`config.mk`:
```
export PLATFORM = sky130hd
export DESIGN_NAME = synth_mixer_control_regs
export DESIGN_NICKNAME = d
export VERILOG_FILES = /design/src/include/mixer_regs_pkg.sv /design/src/rtl/synth_mixer_control_regs.sv
export SDC_FILE = /design/constraint.sdc
export NUM_CORES = 1
export LEC_CHECK = 0
export ABC_AREA = 1
export BUFFER_PORTS_ARGS = -buffer_cell sky130_fd_sc_hd__buf_4
export CORE_MARGIN = 5
export CORE_UTILIZATION = 28
export CTS_BUF_LIST = sky130_fd_sc_hd__clkbuf_8
export DETAILED_ROUTE_END_ITERATION = 7
export SYNTH_ARGS = -nofsm -noshare
export SYNTH_HDL_FRONTEND = slang
export SYNTH_SLANG_ARGS = --single-unit
```
`constraint.sdc`:
```
create_clock -name sys_clk -period 1.9 [get_ports sys_clk]
set_input_delay 0.285 -clock sys_clk [delete_from_list [all_inputs] [get_ports sys_clk]]
set_output_delay 0.285 -clock sys_clk [all_outputs]
set_load 0.01 [all_outputs]
```
`src/include/mixer_regs_pkg.sv`:
```
// register map, field layout and carrier types of the mixer control bank
package mixer_regs_pkg;

  // serial frame layout: read flag, 7-bit address, 16-bit data
  localparam int             FRAME_BITS    = 24;
  localparam int             ADDR_W        = 7;
  localparam int             DATA_W        = 16;
  localparam logic [4:0]     ADDR_LAST_BIT = 5'h07;
  localparam logic [4:0]     DATA_LAST_BIT = 5'h17;
  localparam int             READ_FLAG_POS = 6;

  // writable registers held in the bank
  localparam int             NUM_REGS      = 14;
  localparam int             IDX_FRAC_MOD  = 0;
  localparam int             IDX_OUT_B     = 1;
  localparam int             IDX_SYNC_MASK = 2;
  localparam int             IDX_LOCK_KIND = 3;
  localparam int             IDX_SETTLE_HI = 4;
  localparam int             IDX_SETTLE_LO = 5;
  localparam int             IDX_CH_DIV    = 6;
  localparam int             IDX_WARM      = 7;
  localparam int             IDX_CHAIN     = 8;
  localparam int             IDX_LO_ROUTE  = 9;
  localparam int             IDX_LO_CLK    = 10;
  localparam int             IDX_EXT_DIV   = 11;
  localparam int             IDX_IF_BIAS   = 12;
  localparam int             IDX_OFS_CTRL  = 13;

  localparam logic [6:0] REG_ADDR [NUM_REGS] = '{
    7'h2C, 7'h2E, 7'h3A, 7'h3B, 7'h45, 7'h46, 7'h4B,
    7'h4E, 7'h4F, 7'h50, 7'h51, 7'h52, 7'h53, 7'h54};
  // writable bits; all others are reserved and read zero
  localparam logic [15:0] REG_MASK [NUM_REGS] = '{
    16'h0027, 16'h0003, 16'h8000, 16'h0001, 16'hFFFF, 16'hFFFF, 16'h07C0,
    16'h0200, 16'h7047, 16'h0E3F, 16'h0FF7, 16'h003F, 16'hFE00, 16'hFFC3};
  localparam logic [15:0] REG_RESET [NUM_REGS] = '{
    16'h0022, 16'h0001, 16'h8000, 16'h0001, 16'h0000, 16'hC350, 16'h0000,
    16'h0000, 16'h7000, 16'h000A, 16'h0000, 16'h0023, 16'h2000, 16'h1900};

  // read-only offset calibration status
  localparam logic [6:0]  ADDR_OFS_STATUS = 7'h58;
  localparam int          OFS_DONE_LSB    = 13;

  // field positions
  localparam int FRAC_EN_POS      = 5;
  localparam int FRAC_ORDER_LSB   = 0;
  localparam int OUT_B_LSB        = 0;
  localparam int SYNC_MASK_POS    = 15;
  localparam int LOCK_KIND_POS    = 0;
  localparam int CH_DIV_LSB       = 6;
  localparam int WARM_POS         = 9;
  localparam int CHAIN_PD_POS     = 0;
  localparam int CHAIN_RST_POS    = 1;
  localparam int LOW_NOISE_AMP_POWER_DOWN_POS       = 2;
  localparam int IFA_PULLUP_EN_POS = 6;
  localparam int LO_PATH_SECTION_ENABLE_LSB   = 12;
  localparam int LO_ROUTE_LSB     = 0;
  localparam int SYNC_DRV1_POS    = 9;
  localparam int SYNC_DRV2_POS    = 10;
  localparam int SYNC_MIXLO_POS   = 11;
  localparam int STATE_CLOCK_SOURCE_SELECT_POS   = 0;
  localparam int EXTLO_DRV_LSB    = 1;
  localparam int LO_QUAD_LSB      = 4;
  localparam int EXTERNAL_LO_CLOCK_DIVIDE_EN_LSB = 6;
  localparam int LO_POLY_LSB      = 8;
  localparam int EXT_DIV_LSB      = 0;
  localparam int IF_CM_LSB        = 9;
  localparam int IFA_PULLUP_LSB   = 13;
  localparam int I_TRIG_POS       = 0;
  localparam int Q_TRIG_POS       = 1;
  localparam int OFS_CLK_DIV_LSB  = 6;

  // lock-detect kinds
  typedef enum logic [0:0] {
    LOCK_CAL_ONLY  = 1'b0,
    LOCK_CAL_VTUNE = 1'b1
  } lock_kind_e;

  // serial programming pins, all sampled on sys_clk
  typedef struct packed {
    logic csb_n;
    logic sck;
    logic sdi;
  } spi_pins_s;

  // configuration handed to the analog and synthesizer sections
  typedef struct packed {
    logic       frac_modulator_enable;
    logic [2:0] frac_modulator_order;
    logic [1:0] output_b_source_select;
    logic       sync_input_mask;
    lock_kind_e lock_detect_kind;
    logic [31:0] sync_settle_delay_count;
    logic [4:0] vco_channel_divider;
    logic       vco_cal_warm_start;
    logic [2:0] lo_path_section_enable;
    logic       ifa_pullup_enable;
    logic       low_noise_amp_power_down;
    logic       signal_chain_reset;
    logic       signal_chain_power_down;
    logic       sync_mixlo_loop;
    logic       sync_second_driver_enable;
    logic       sync_first_driver_enable;
    logic [5:0] lo_routing_select;
    logic [3:0] lo_polyphase_config;
    logic [1:0] state_clock_driver_select;
    logic [1:0] lo_quadrature_driver_config;
    logic [1:0] state_clock_driver_enable;
    logic       state_clock_source_select;
    logic [5:0] external_lo_clock_divide;
    logic [2:0] ifa_pullup_select;
    logic [3:0] if_output_common_mode_select;
    logic [9:0] offset_cal_clock_divide;
  } mixer_ctrl_s;

endpackage

```
`src/rtl/synth_mixer_control_regs.sv`:
```
// serial-programmed control and status register bank of the mixer synthesizer
`timescale 1ns/1ps

module synth_mixer_control_regs
  import mixer_regs_pkg::*;
(
  input  wire logic        sys_clk,
  input  wire logic        reset_n,
  input  wire spi_pins_s   spi_pins,
  output logic             spi_sdo,
  output mixer_ctrl_s      ctrl,
  input  wire logic        vco_cal_busy,
  input  wire logic        vtune_in_range,
  input  wire logic [15:0] lock_detect_hold_count,
  output logic             lock_detect,
  input  wire logic        fractional_mode,
  input  wire logic        phase_sync_enable,
  input  wire logic        sync_pin,
  output logic             sync_release,
  output logic             frac_modulator_restart,
  output logic             i_offset_cal_start,
  output logic             q_offset_cal_start,
  input  wire logic        i_offset_cal_done,
  input  wire logic        q_offset_cal_done
);

  logic [15:0]       regs_q [NUM_REGS];
  logic              sck_prev_q;
  logic [4:0]        bit_cnt_q;
  logic [FRAME_BITS-2:0] shift_in_q;
  logic              read_q;
  logic [15:0]       shift_out_q;
  logic              sdo_q;
  logic              sck_rise;
  logic              sck_fall;
  logic [FRAME_BITS-1:0] frame_now;
  logic              wr_en;
  logic [15:0]       rd_data;
  logic [1:0]        done_q;
  logic              frac_en_prev_q;
  logic              restart_q;
  logic [1:0]        trig_prev_q;
  logic              i_start_q;
  logic              q_start_q;
  logic [15:0]       hold_cnt_q;
  logic              lock_q;
  logic              cal_lock;
  logic              sync_prev_q;
  logic              sync_event;
  logic              settle_busy_q;
  logic [31:0]       settle_cnt_q;
  logic              release_q;

  // serial clock edges seen on sys_clk
  assign sck_rise  = spi_pins.sck & ~sck_prev_q & ~spi_pins.csb_n;
  assign sck_fall  = ~spi_pins.sck & sck_prev_q & ~spi_pins.csb_n;
  assign frame_now = {shift_in_q, spi_pins.sdi};
  assign wr_en     = sck_rise && (bit_cnt_q == DATA_LAST_BIT) && !read_q;

  // read mux; unmapped and reserved bits return zero
  always_comb
  begin
    rd_data = 16'h0000;
    for (int i = 0; i < NUM_REGS; i++)
    begin
      if (frame_now[ADDR_W-1:0] == REG_ADDR[i])
        rd_data = regs_q[i];
    end
    if (frame_now[ADDR_W-1:0] == ADDR_OFS_STATUS)
      rd_data = 16'(done_q) << OFS_DONE_LSB;
  end

  // serial frame receive and readback shift
  always_ff @(posedge sys_clk or negedge reset_n)
  begin
    if (!reset_n)
    begin
      sck_prev_q  <= 1'b0;
      bit_cnt_q   <= 5'h00;
      shift_in_q  <= '0;
      read_q      <= 1'b0;
      shift_out_q <= 16'h0000;
      sdo_q       <= 1'b0;
    end
    else
    begin
      sck_prev_q <= spi_pins.sck;
      if (spi_pins.csb_n)
      begin
        bit_cnt_q <= 5'h00; // frame aborted or ended
        read_q    <= 1'b0;
      end
      else if (sck_rise)
      begin
        shift_in_q <= frame_now[FRAME_BITS-2:0];
        bit_cnt_q  <= bit_cnt_q + 5'h01;
        if (bit_cnt_q == ADDR_LAST_BIT)
        begin
          read_q      <= frame_now[READ_FLAG_POS+1];
          shift_out_q <= rd_data;
        end
      end
      else if (sck_fall && read_q)
      begin
        sdo_q       <= shift_out_q[15];
        shift_out_q <= {shift_out_q[14:0], 1'b0};
      end
    end
  end

  // register storage with per-register writable masks
  always_ff @(posedge sys_clk or negedge reset_n)
  begin
    if (!reset_n)
    begin
      for (int i = 0; i < NUM_REGS; i++)
        regs_q[i] <= REG_RESET[i];
    end
    else if (wr_en)
    begin
      for (int i = 0; i < NUM_REGS; i++)
      begin
        if (shift_in_q[DATA_W+ADDR_W-2:DATA_W-1] == REG_ADDR[i])
          regs_q[i] <= frame_now[DATA_W-1:0] & REG_MASK[i];
      end
    end
  end

  // modulator restart on enable rising edge
  always_ff @(posedge sys_clk or negedge reset_n)
  begin
    if (!reset_n)
    begin
      frac_en_prev_q <= 1'b1;
      restart_q      <= 1'b0;
    end
    else
    begin
      frac_en_prev_q <= regs_q[IDX_FRAC_MOD][FRAC_EN_POS];
      restart_q      <= regs_q[IDX_FRAC_MOD][FRAC_EN_POS] & ~frac_en_prev_q;
    end
  end

  // offset calibration triggers and done status
  always_ff @(posedge sys_clk or negedge reset_n)
  begin
    if (!reset_n)
    begin
      trig_prev_q <= 2'b00;
      i_start_q   <= 1'b0;
      q_start_q   <= 1'b0;
      done_q      <= 2'b00;
    end
    else
    begin
      trig_prev_q <= {regs_q[IDX_OFS_CTRL][Q_TRIG_POS], regs_q[IDX_OFS_CTRL][I_TRIG_POS]};
      i_start_q   <= regs_q[IDX_OFS_CTRL][I_TRIG_POS] & ~trig_prev_q[0];
      q_start_q   <= regs_q[IDX_OFS_CTRL][Q_TRIG_POS] & ~trig_prev_q[1];
      // a done pulse wins over the clear from a new start
      if (i_offset_cal_done)
        done_q[0] <= 1'b1;
      else if (i_start_q)
        done_q[0] <= 1'b0;
      if (q_offset_cal_done)
        done_q[1] <= 1'b1;
      else if (q_start_q)
        done_q[1] <= 1'b0;
    end
  end

  // lock indication: low in calibration and for the hold count after
  assign cal_lock = !vco_cal_busy && (hold_cnt_q == 16'h0000);
  always_ff @(posedge sys_clk or negedge reset_n)
  begin
    if (!reset_n)
    begin
      hold_cnt_q <= 16'h0000;
      lock_q     <= 1'b0;
    end
    else
    begin
      if (vco_cal_busy)
        hold_cnt_q <= lock_detect_hold_count;
      else if (hold_cnt_q != 16'h0000)
        hold_cnt_q <= hold_cnt_q - 16'h0001;
      if (lock_kind_e'(regs_q[IDX_LOCK_KIND][LOCK_KIND_POS]) == LOCK_CAL_VTUNE)
        lock_q <= cal_lock & vtune_in_range;
      else
        lock_q <= cal_lock;
    end
  end

  // sync pin masking and fractional settle delay before release
  assign sync_event = sync_pin & ~sync_prev_q & ~regs_q[IDX_SYNC_MASK][SYNC_MASK_POS];
  always_ff @(posedge sys_clk or negedge reset_n)
  begin
    if (!reset_n)
    begin
      sync_prev_q   <= 1'b0;
      settle_busy_q <= 1'b0;
      settle_cnt_q  <= 32'h0000_0000;
      release_q     <= 1'b0;
    end
    else
    begin
      sync_prev_q <= sync_pin;
      release_q   <= 1'b0;
      if (settle_busy_q)
      begin
        if (settle_cnt_q == 32'h0000_0000)
        begin
          settle_busy_q <= 1'b0;
          release_q     <= 1'b1;
        end
        else
          settle_cnt_q <= settle_cnt_q - 32'h0000_0001;
      end
      else if (sync_event)
      begin
        if (fractional_mode && phase_sync_enable)
        begin
          settle_busy_q <= 1'b1;
          settle_cnt_q  <= {regs_q[IDX_SETTLE_HI], regs_q[IDX_SETTLE_LO]};
        end
        else
          release_q <= 1'b1;
      end
    end
  end

  // configuration fields straight from the register flops
  assign ctrl.frac_modulator_enable        = regs_q[IDX_FRAC_MOD][FRAC_EN_POS];
  assign ctrl.frac_modulator_order         = regs_q[IDX_FRAC_MOD][FRAC_ORDER_LSB +: 3];
  assign ctrl.output_b_source_select       = regs_q[IDX_OUT_B][OUT_B_LSB +: 2];
  assign ctrl.sync_input_mask              = regs_q[IDX_SYNC_MASK][SYNC_MASK_POS];
  assign ctrl.lock_detect_kind             =
    lock_kind_e'(regs_q[IDX_LOCK_KIND][LOCK_KIND_POS]);
  assign ctrl.sync_settle_delay_count      = {regs_q[IDX_SETTLE_HI], regs_q[IDX_SETTLE_LO]};
  assign ctrl.vco_channel_divider          = regs_q[IDX_CH_DIV][CH_DIV_LSB +: 5];
  assign ctrl.vco_cal_warm_start           = regs_q[IDX_WARM][WARM_POS];
  assign ctrl.lo_path_section_enable       = regs_q[IDX_CHAIN][LO_PATH_SECTION_ENABLE_LSB +: 3];
  assign ctrl.ifa_pullup_enable            = regs_q[IDX_CHAIN][IFA_PULLUP_EN_POS];
  assign ctrl.low_noise_amp_power_down     = regs_q[IDX_CHAIN][LOW_NOISE_AMP_POWER_DOWN_POS];
  assign ctrl.signal_chain_reset           = regs_q[IDX_CHAIN][CHAIN_RST_POS];
  assign ctrl.signal_chain_power_down      = regs_q[IDX_CHAIN][CHAIN_PD_POS];
  assign ctrl.sync_mixlo_loop              = regs_q[IDX_LO_ROUTE][SYNC_MIXLO_POS];
  assign ctrl.sync_second_driver_enable    = regs_q[IDX_LO_ROUTE][SYNC_DRV2_POS];
  assign ctrl.sync_first_driver_enable     = regs_q[IDX_LO_ROUTE][SYNC_DRV1_POS];
  assign ctrl.lo_routing_select            = regs_q[IDX_LO_ROUTE][LO_ROUTE_LSB +: 6];
  assign ctrl.lo_polyphase_config          = regs_q[IDX_LO_CLK][LO_POLY_LSB +: 4];
  assign ctrl.state_clock_driver_select    = regs_q[IDX_LO_CLK][EXTERNAL_LO_CLOCK_DIVIDE_EN_LSB +: 2];
  assign ctrl.lo_quadrature_driver_config  = regs_q[IDX_LO_CLK][LO_QUAD_LSB +: 2];
  assign ctrl.state_clock_driver_enable    = regs_q[IDX_LO_CLK][EXTLO_DRV_LSB +: 2];
  assign ctrl.state_clock_source_select    = regs_q[IDX_LO_CLK][STATE_CLOCK_SOURCE_SELECT_POS];
  assign ctrl.external_lo_clock_divide     = regs_q[IDX_EXT_DIV][EXT_DIV_LSB +: 6];
  assign ctrl.ifa_pullup_select            = regs_q[IDX_IF_BIAS][IFA_PULLUP_LSB +: 3];
  assign ctrl.if_output_common_mode_select = regs_q[IDX_IF_BIAS][IF_CM_LSB +: 4];
  assign ctrl.offset_cal_clock_divide      = regs_q[IDX_OFS_CTRL][OFS_CLK_DIV_LSB +: 10];

  // pulse and level outputs
  assign spi_sdo                = sdo_q;
  assign lock_detect            = lock_q;
  assign sync_release           = release_q;
  assign frac_modulator_restart = restart_q;
  assign i_offset_cal_start     = i_start_q;
  assign q_offset_cal_start     = q_start_q;

endmodule // synth_mixer_control_regs

```
==> impl_metrics.env <==
export IMPL_critPathBufInv=2
export IMPL_r2r_setup_slack_ns=0.04
export IMPL_crit_path_end="ctrl[15]$_DFFE_PN0P_"
export IMPL_comb_power_share_pct=10.6
export IMPL_drtAntennaViolNets=0
export IMPL_rows=71
export IMPL_synth_distinct_cells=51
export IMPL_cp_required_ns=2.36
export IMPL_finalHoldViolCount=0
export IMPL_fin_crit_ns=1.86
export IMPL_crit_start="bit_cnt_q[0]$_DFFE_PN0P_"
export IMPL_groute_usage_overall_pct=15.8
export IMPL_regArea_um2=5140
export IMPL_numCtsBuffers=39
export IMPL_cp_start_kind="flip-flop"
export IMPL_max_freq_mhz=537
export IMPL_synth_cells=1341
export IMPL_htreeDepth=2
export IMPL_ys_seq_area_share_pct=47.6
export IMPL_cp_end_kind="flip-flop"
export IMPL_detailed_place_hpwl_um=25400
export IMPL_start_util_pct=28.5
export IMPL_slowest_stage="dfrtp_1"
export IMPL_critical_path_class="reg -> reg"
export IMPL_drtIter0Drc=653
export IMPL_fin_nets=1505
export IMPL_reg2reg_depth=8
export IMPL_wl_per_cell_um=17.0
export IMPL_swShare_pct=27.9
export IMPL_fin_area_um2=13500
export IMPL_drcViolationCount=0
export IMPL_die_h_um=206
export IMPL_timing_rr_start="bit_cnt_q[0]$_DFFE_PN0P_"
export IMPL_cts_root_buf="clkbuf_8"
export IMPL_rsz0062_at_grt="yes"
export IMPL_leakage_nw=6.25
export IMPL_cts_tree="yes"
export IMPL_holdWs_ns=0.0305
export IMPL_coreArea_um2=37800
export IMPL_clk_pin_slew_ns=0.06
export IMPL_dieArea_um2=42500
export IMPL_yosys_warnings=0
export IMPL_tightest_slew_ns=0.512
export IMPL_ioPinCount=130
export IMPL_period_share_pct=98.0
export IMPL_synth_main_ff_cell="dfrtp_1"
export IMPL_cp_slowest_stage_delay_ns=0.37
export IMPL_viasPerCell=4.71
export IMPL_first_pass_iters=6
export IMPL_drive_above_1_share_pct=26.2
export IMPL_die_w_um=206
export IMPL_finalClockSkew_ns=0.0262
export IMPL_async_flop_share_pct=100
export IMPL_grt_pass1_wl_um=52800
export IMPL_grt_max_degree=65
export IMPL_multi_input_area_um2=4500
export IMPL_grt_pass1_vias=9169
export IMPL_setup_viol=0
export IMPL_ys_seq_elements=204
export IMPL_final_common_cell="nand2_1"
export IMPL_syn_area_per_cell_um2=8.04
export IMPL_synth_top_cell_area_share_pct=41.8
export IMPL_hold_path_class="in -> reg"
export IMPL_path_max_fanout=14
export IMPL_cp_arrival_ns=2.32
export IMPL_synth_cell_area_um2=10800
export IMPL_path_cells="ha_2 -> nand2_2 -> inv_2 -> nand2_2 -> nor4_4 -> buf_12 -> nand2_1 -> o21ai_0"
export IMPL_fin_ws_ns=0.0382
export IMPL_clk_latency_ns=0.56
export IMPL_gp_congestion=0.917
export IMPL_critPathMostFrequentCell="nand2_2"
export IMPL_synth_edf_count=0
export IMPL_synthTopCellsByArea="dfrtp_1, nand2_1, o21ai_0"
export IMPL_p_int_w=0.00741
export IMPL_cts_sinks=204
export IMPL_port_buffers=129
export IMPL_fillers=3981
export IMPL_vias=9488
export IMPL_n_antenna_cell=0
export IMPL_postRouteWirelength_um=34300
export IMPL_mostFrequentLayoutCells="nand2_1, buf_4, dfrtp_1"
export IMPL_drv_cap=0
export IMPL_ir_drop_mv=0.334
export IMPL_outcome="finished, final reports clean"
export IMPL_grt_remaining_overflow=0
export IMPL_slew_headroom_pct=65.9
export IMPL_placed_area_um2=12100
export IMPL_clkPwrFrac_pct=43.8
export IMPL_area_delta_synth_final_pct=25.1
export IMPL_r2r_end="ctrl[15]$_DFFE_PN0P_"
export IMPL_cp_num_cells=8
export IMPL_drv_slew=0
export IMPL_switchingPower_w=0.00287
export IMPL_clockBufferDepth=3
export IMPL_yosysTopAreaCell="dfrtp_1"
export IMPL_antenna_found_initial=1
export IMPL_syn_nets=1372
export IMPL_dpl_worst_slack_ns=-0.0866
export IMPL_power_density_nw_per_um2=762
export IMPL_path_delay_family="simple AND/OR/NAND/NOR gates"
export IMPL_p_seq_share_pct=45.6
==> metal layers <==
| metal | share of wire (%) | GRT usage (%) | routed length [um] | up-vias |
|---|---|---|---|---|
| met4 | 1.6 | 3.83 | 551 | 2 |
| met1 | 44 | 21.6 | 15000 | 4556 |
| met5 | 0.038 | 0 | 13 | - |
| li1 | - | - | - | 4607 |
| met2 | 47 | 25.2 | 16100 | 278 |
| met3 | 7.8 | 4.14 | 2670 | 45 |
==> kinds of logic (layout without fill, tap and decap cells) <==
family	after synthesis	count (layout)	synth area share [%]
adder cells (fa/ha/maj)	3	3	0.348
AND/OR/NAND/NOR	542	542	21.9
flip-flops	204	204	47.6
AO/OA/AOI/OAI	310	310	15.6
XOR/XNOR	14	14	1.14
buffers and inverters	268	432	13.4
==> through the flow <==
stage | std cells | utilization, % | TNS [ns] | total power (W)
floorplan | 1341 | - | 0 | 0.00521
global placement | 1914 | 31.8 | -0.340 | 0.00568
finish | 2016 | 35.6 | 0 | 0.0103
global route | 2016 | 35.6 | -2.83 | 0.0108
detailed placement | 1914 | 31.8 | -0.819 | 0.00570
CTS | 2007 | 34.6 | 0 | 0.0103
==> power by group through the flow <==
stage / logic (W) / clock network (W) / registers (W)
6_report: 0.00109 / 0.00450 / 0.00469
5_1_grt: 0.00122 / 0.00485 / 0.00471
4_1_cts: 0.000996 / 0.00466 / 0.00467
3_5_place_dp: 0.000956 / 0 / 0.00474
3_3_place_gp: 0.000940 / 0 / 0.00474
2_1_floorplan: 0.000504 / 0 / 0.00471
==> Yosys cell counts (all sizes together) (2+ instances only) <==
| cell type | count |
|---|---|
| a22oi | 4 |
| nand3b | 2 |
| o21ai | 200 |
| clkbuf | 20 |
| nor3 | 23 |
| o21bai | 5 |
| dfrtp | 180 |
| o221ai | 3 |
| nand3 | 61 |
| nand2 | 305 |
| nor4 | 7 |
| inv | 128 |
| xor2 | 12 |
| nand4 | 14 |
| dfstp | 24 |
| xnor2 | 2 |
| a21oi | 56 |
| buf | 118 |
| o22ai | 15 |
| clkinv | 2 |
| or2 | 4 |
| ha | 3 |
| o211ai | 13 |
| nor2 | 124 |
| a31oi | 8 |
==> registers in the layout (all words and copies together), names as in the netlist, 2 cells and up <==
| register | count |
|---|---|
| trig_prev_q | 2 |
| shift_in_q | 22 |
| settle_cnt_q | 32 |
| bit_cnt_q | 5 |
| shift_out_q | 16 |
| ctrl | 96 |
| hold_cnt_q | 16 |
| done_q | 2 |
| regs_q | 2 |
==> what timing repair did <==
action / in CTS / in global routing
endpoints found under the hold margin: 55 / 0
pin swaps: 1 / 15
setup endpoints to repair: 32 / 116
hold buffers: 21 / 0
buffers inserted: 0 / 9
gates resized for setup: 8 / 97
==> cell type report <==
| cell class | instances | area share [%] |
|---|---|---|
| Sequential cell | 204 | 38.1 |
| Multi-Input combinational cell | 869 | 33.4 |
| Timing Repair Buffer | 230 | 14.1 |
| Clock buffer | 47 | 4.80 |
| Tap cell | 511 | 4.74 |
| Inverter | 130 | 3.69 |
| Clock inverter | 25 | 1.21 |
==> worst min-delay path: stages <==
cell and delay, ns:
buf_4 0.08, nand2_1 0.04, nand3_1 0.06, o21ai_0 0.07
==> how the worst min path moves through the flow <==
stage / depth (start not counted) / slack (ns) / from / endpoint
2_1_floorplan: 0 / -0.01 / reset_n / bit_cnt_q[0]$_DFFE_PN0P_
3_3_place_gp: 1 / 0.26 / reset_n / frac_modulator_restart$_DFF_PN0_
3_5_place_dp: 1 / 0.25 / reset_n / frac_modulator_restart$_DFF_PN0_
4_1_cts: 4 / 0.002 / fractional_mode / sync_release$_DFF_PN0_
5_1_grt: 3 / 0.008 / lock_detect_hold_count[11] / hold_cnt_q[11]$_DFFE_PN0N_
6_report: 4 / 0.03 / fractional_mode / sync_release$_DFF_PN0_
No activity file was read; power rests on OpenSTA's default activity.
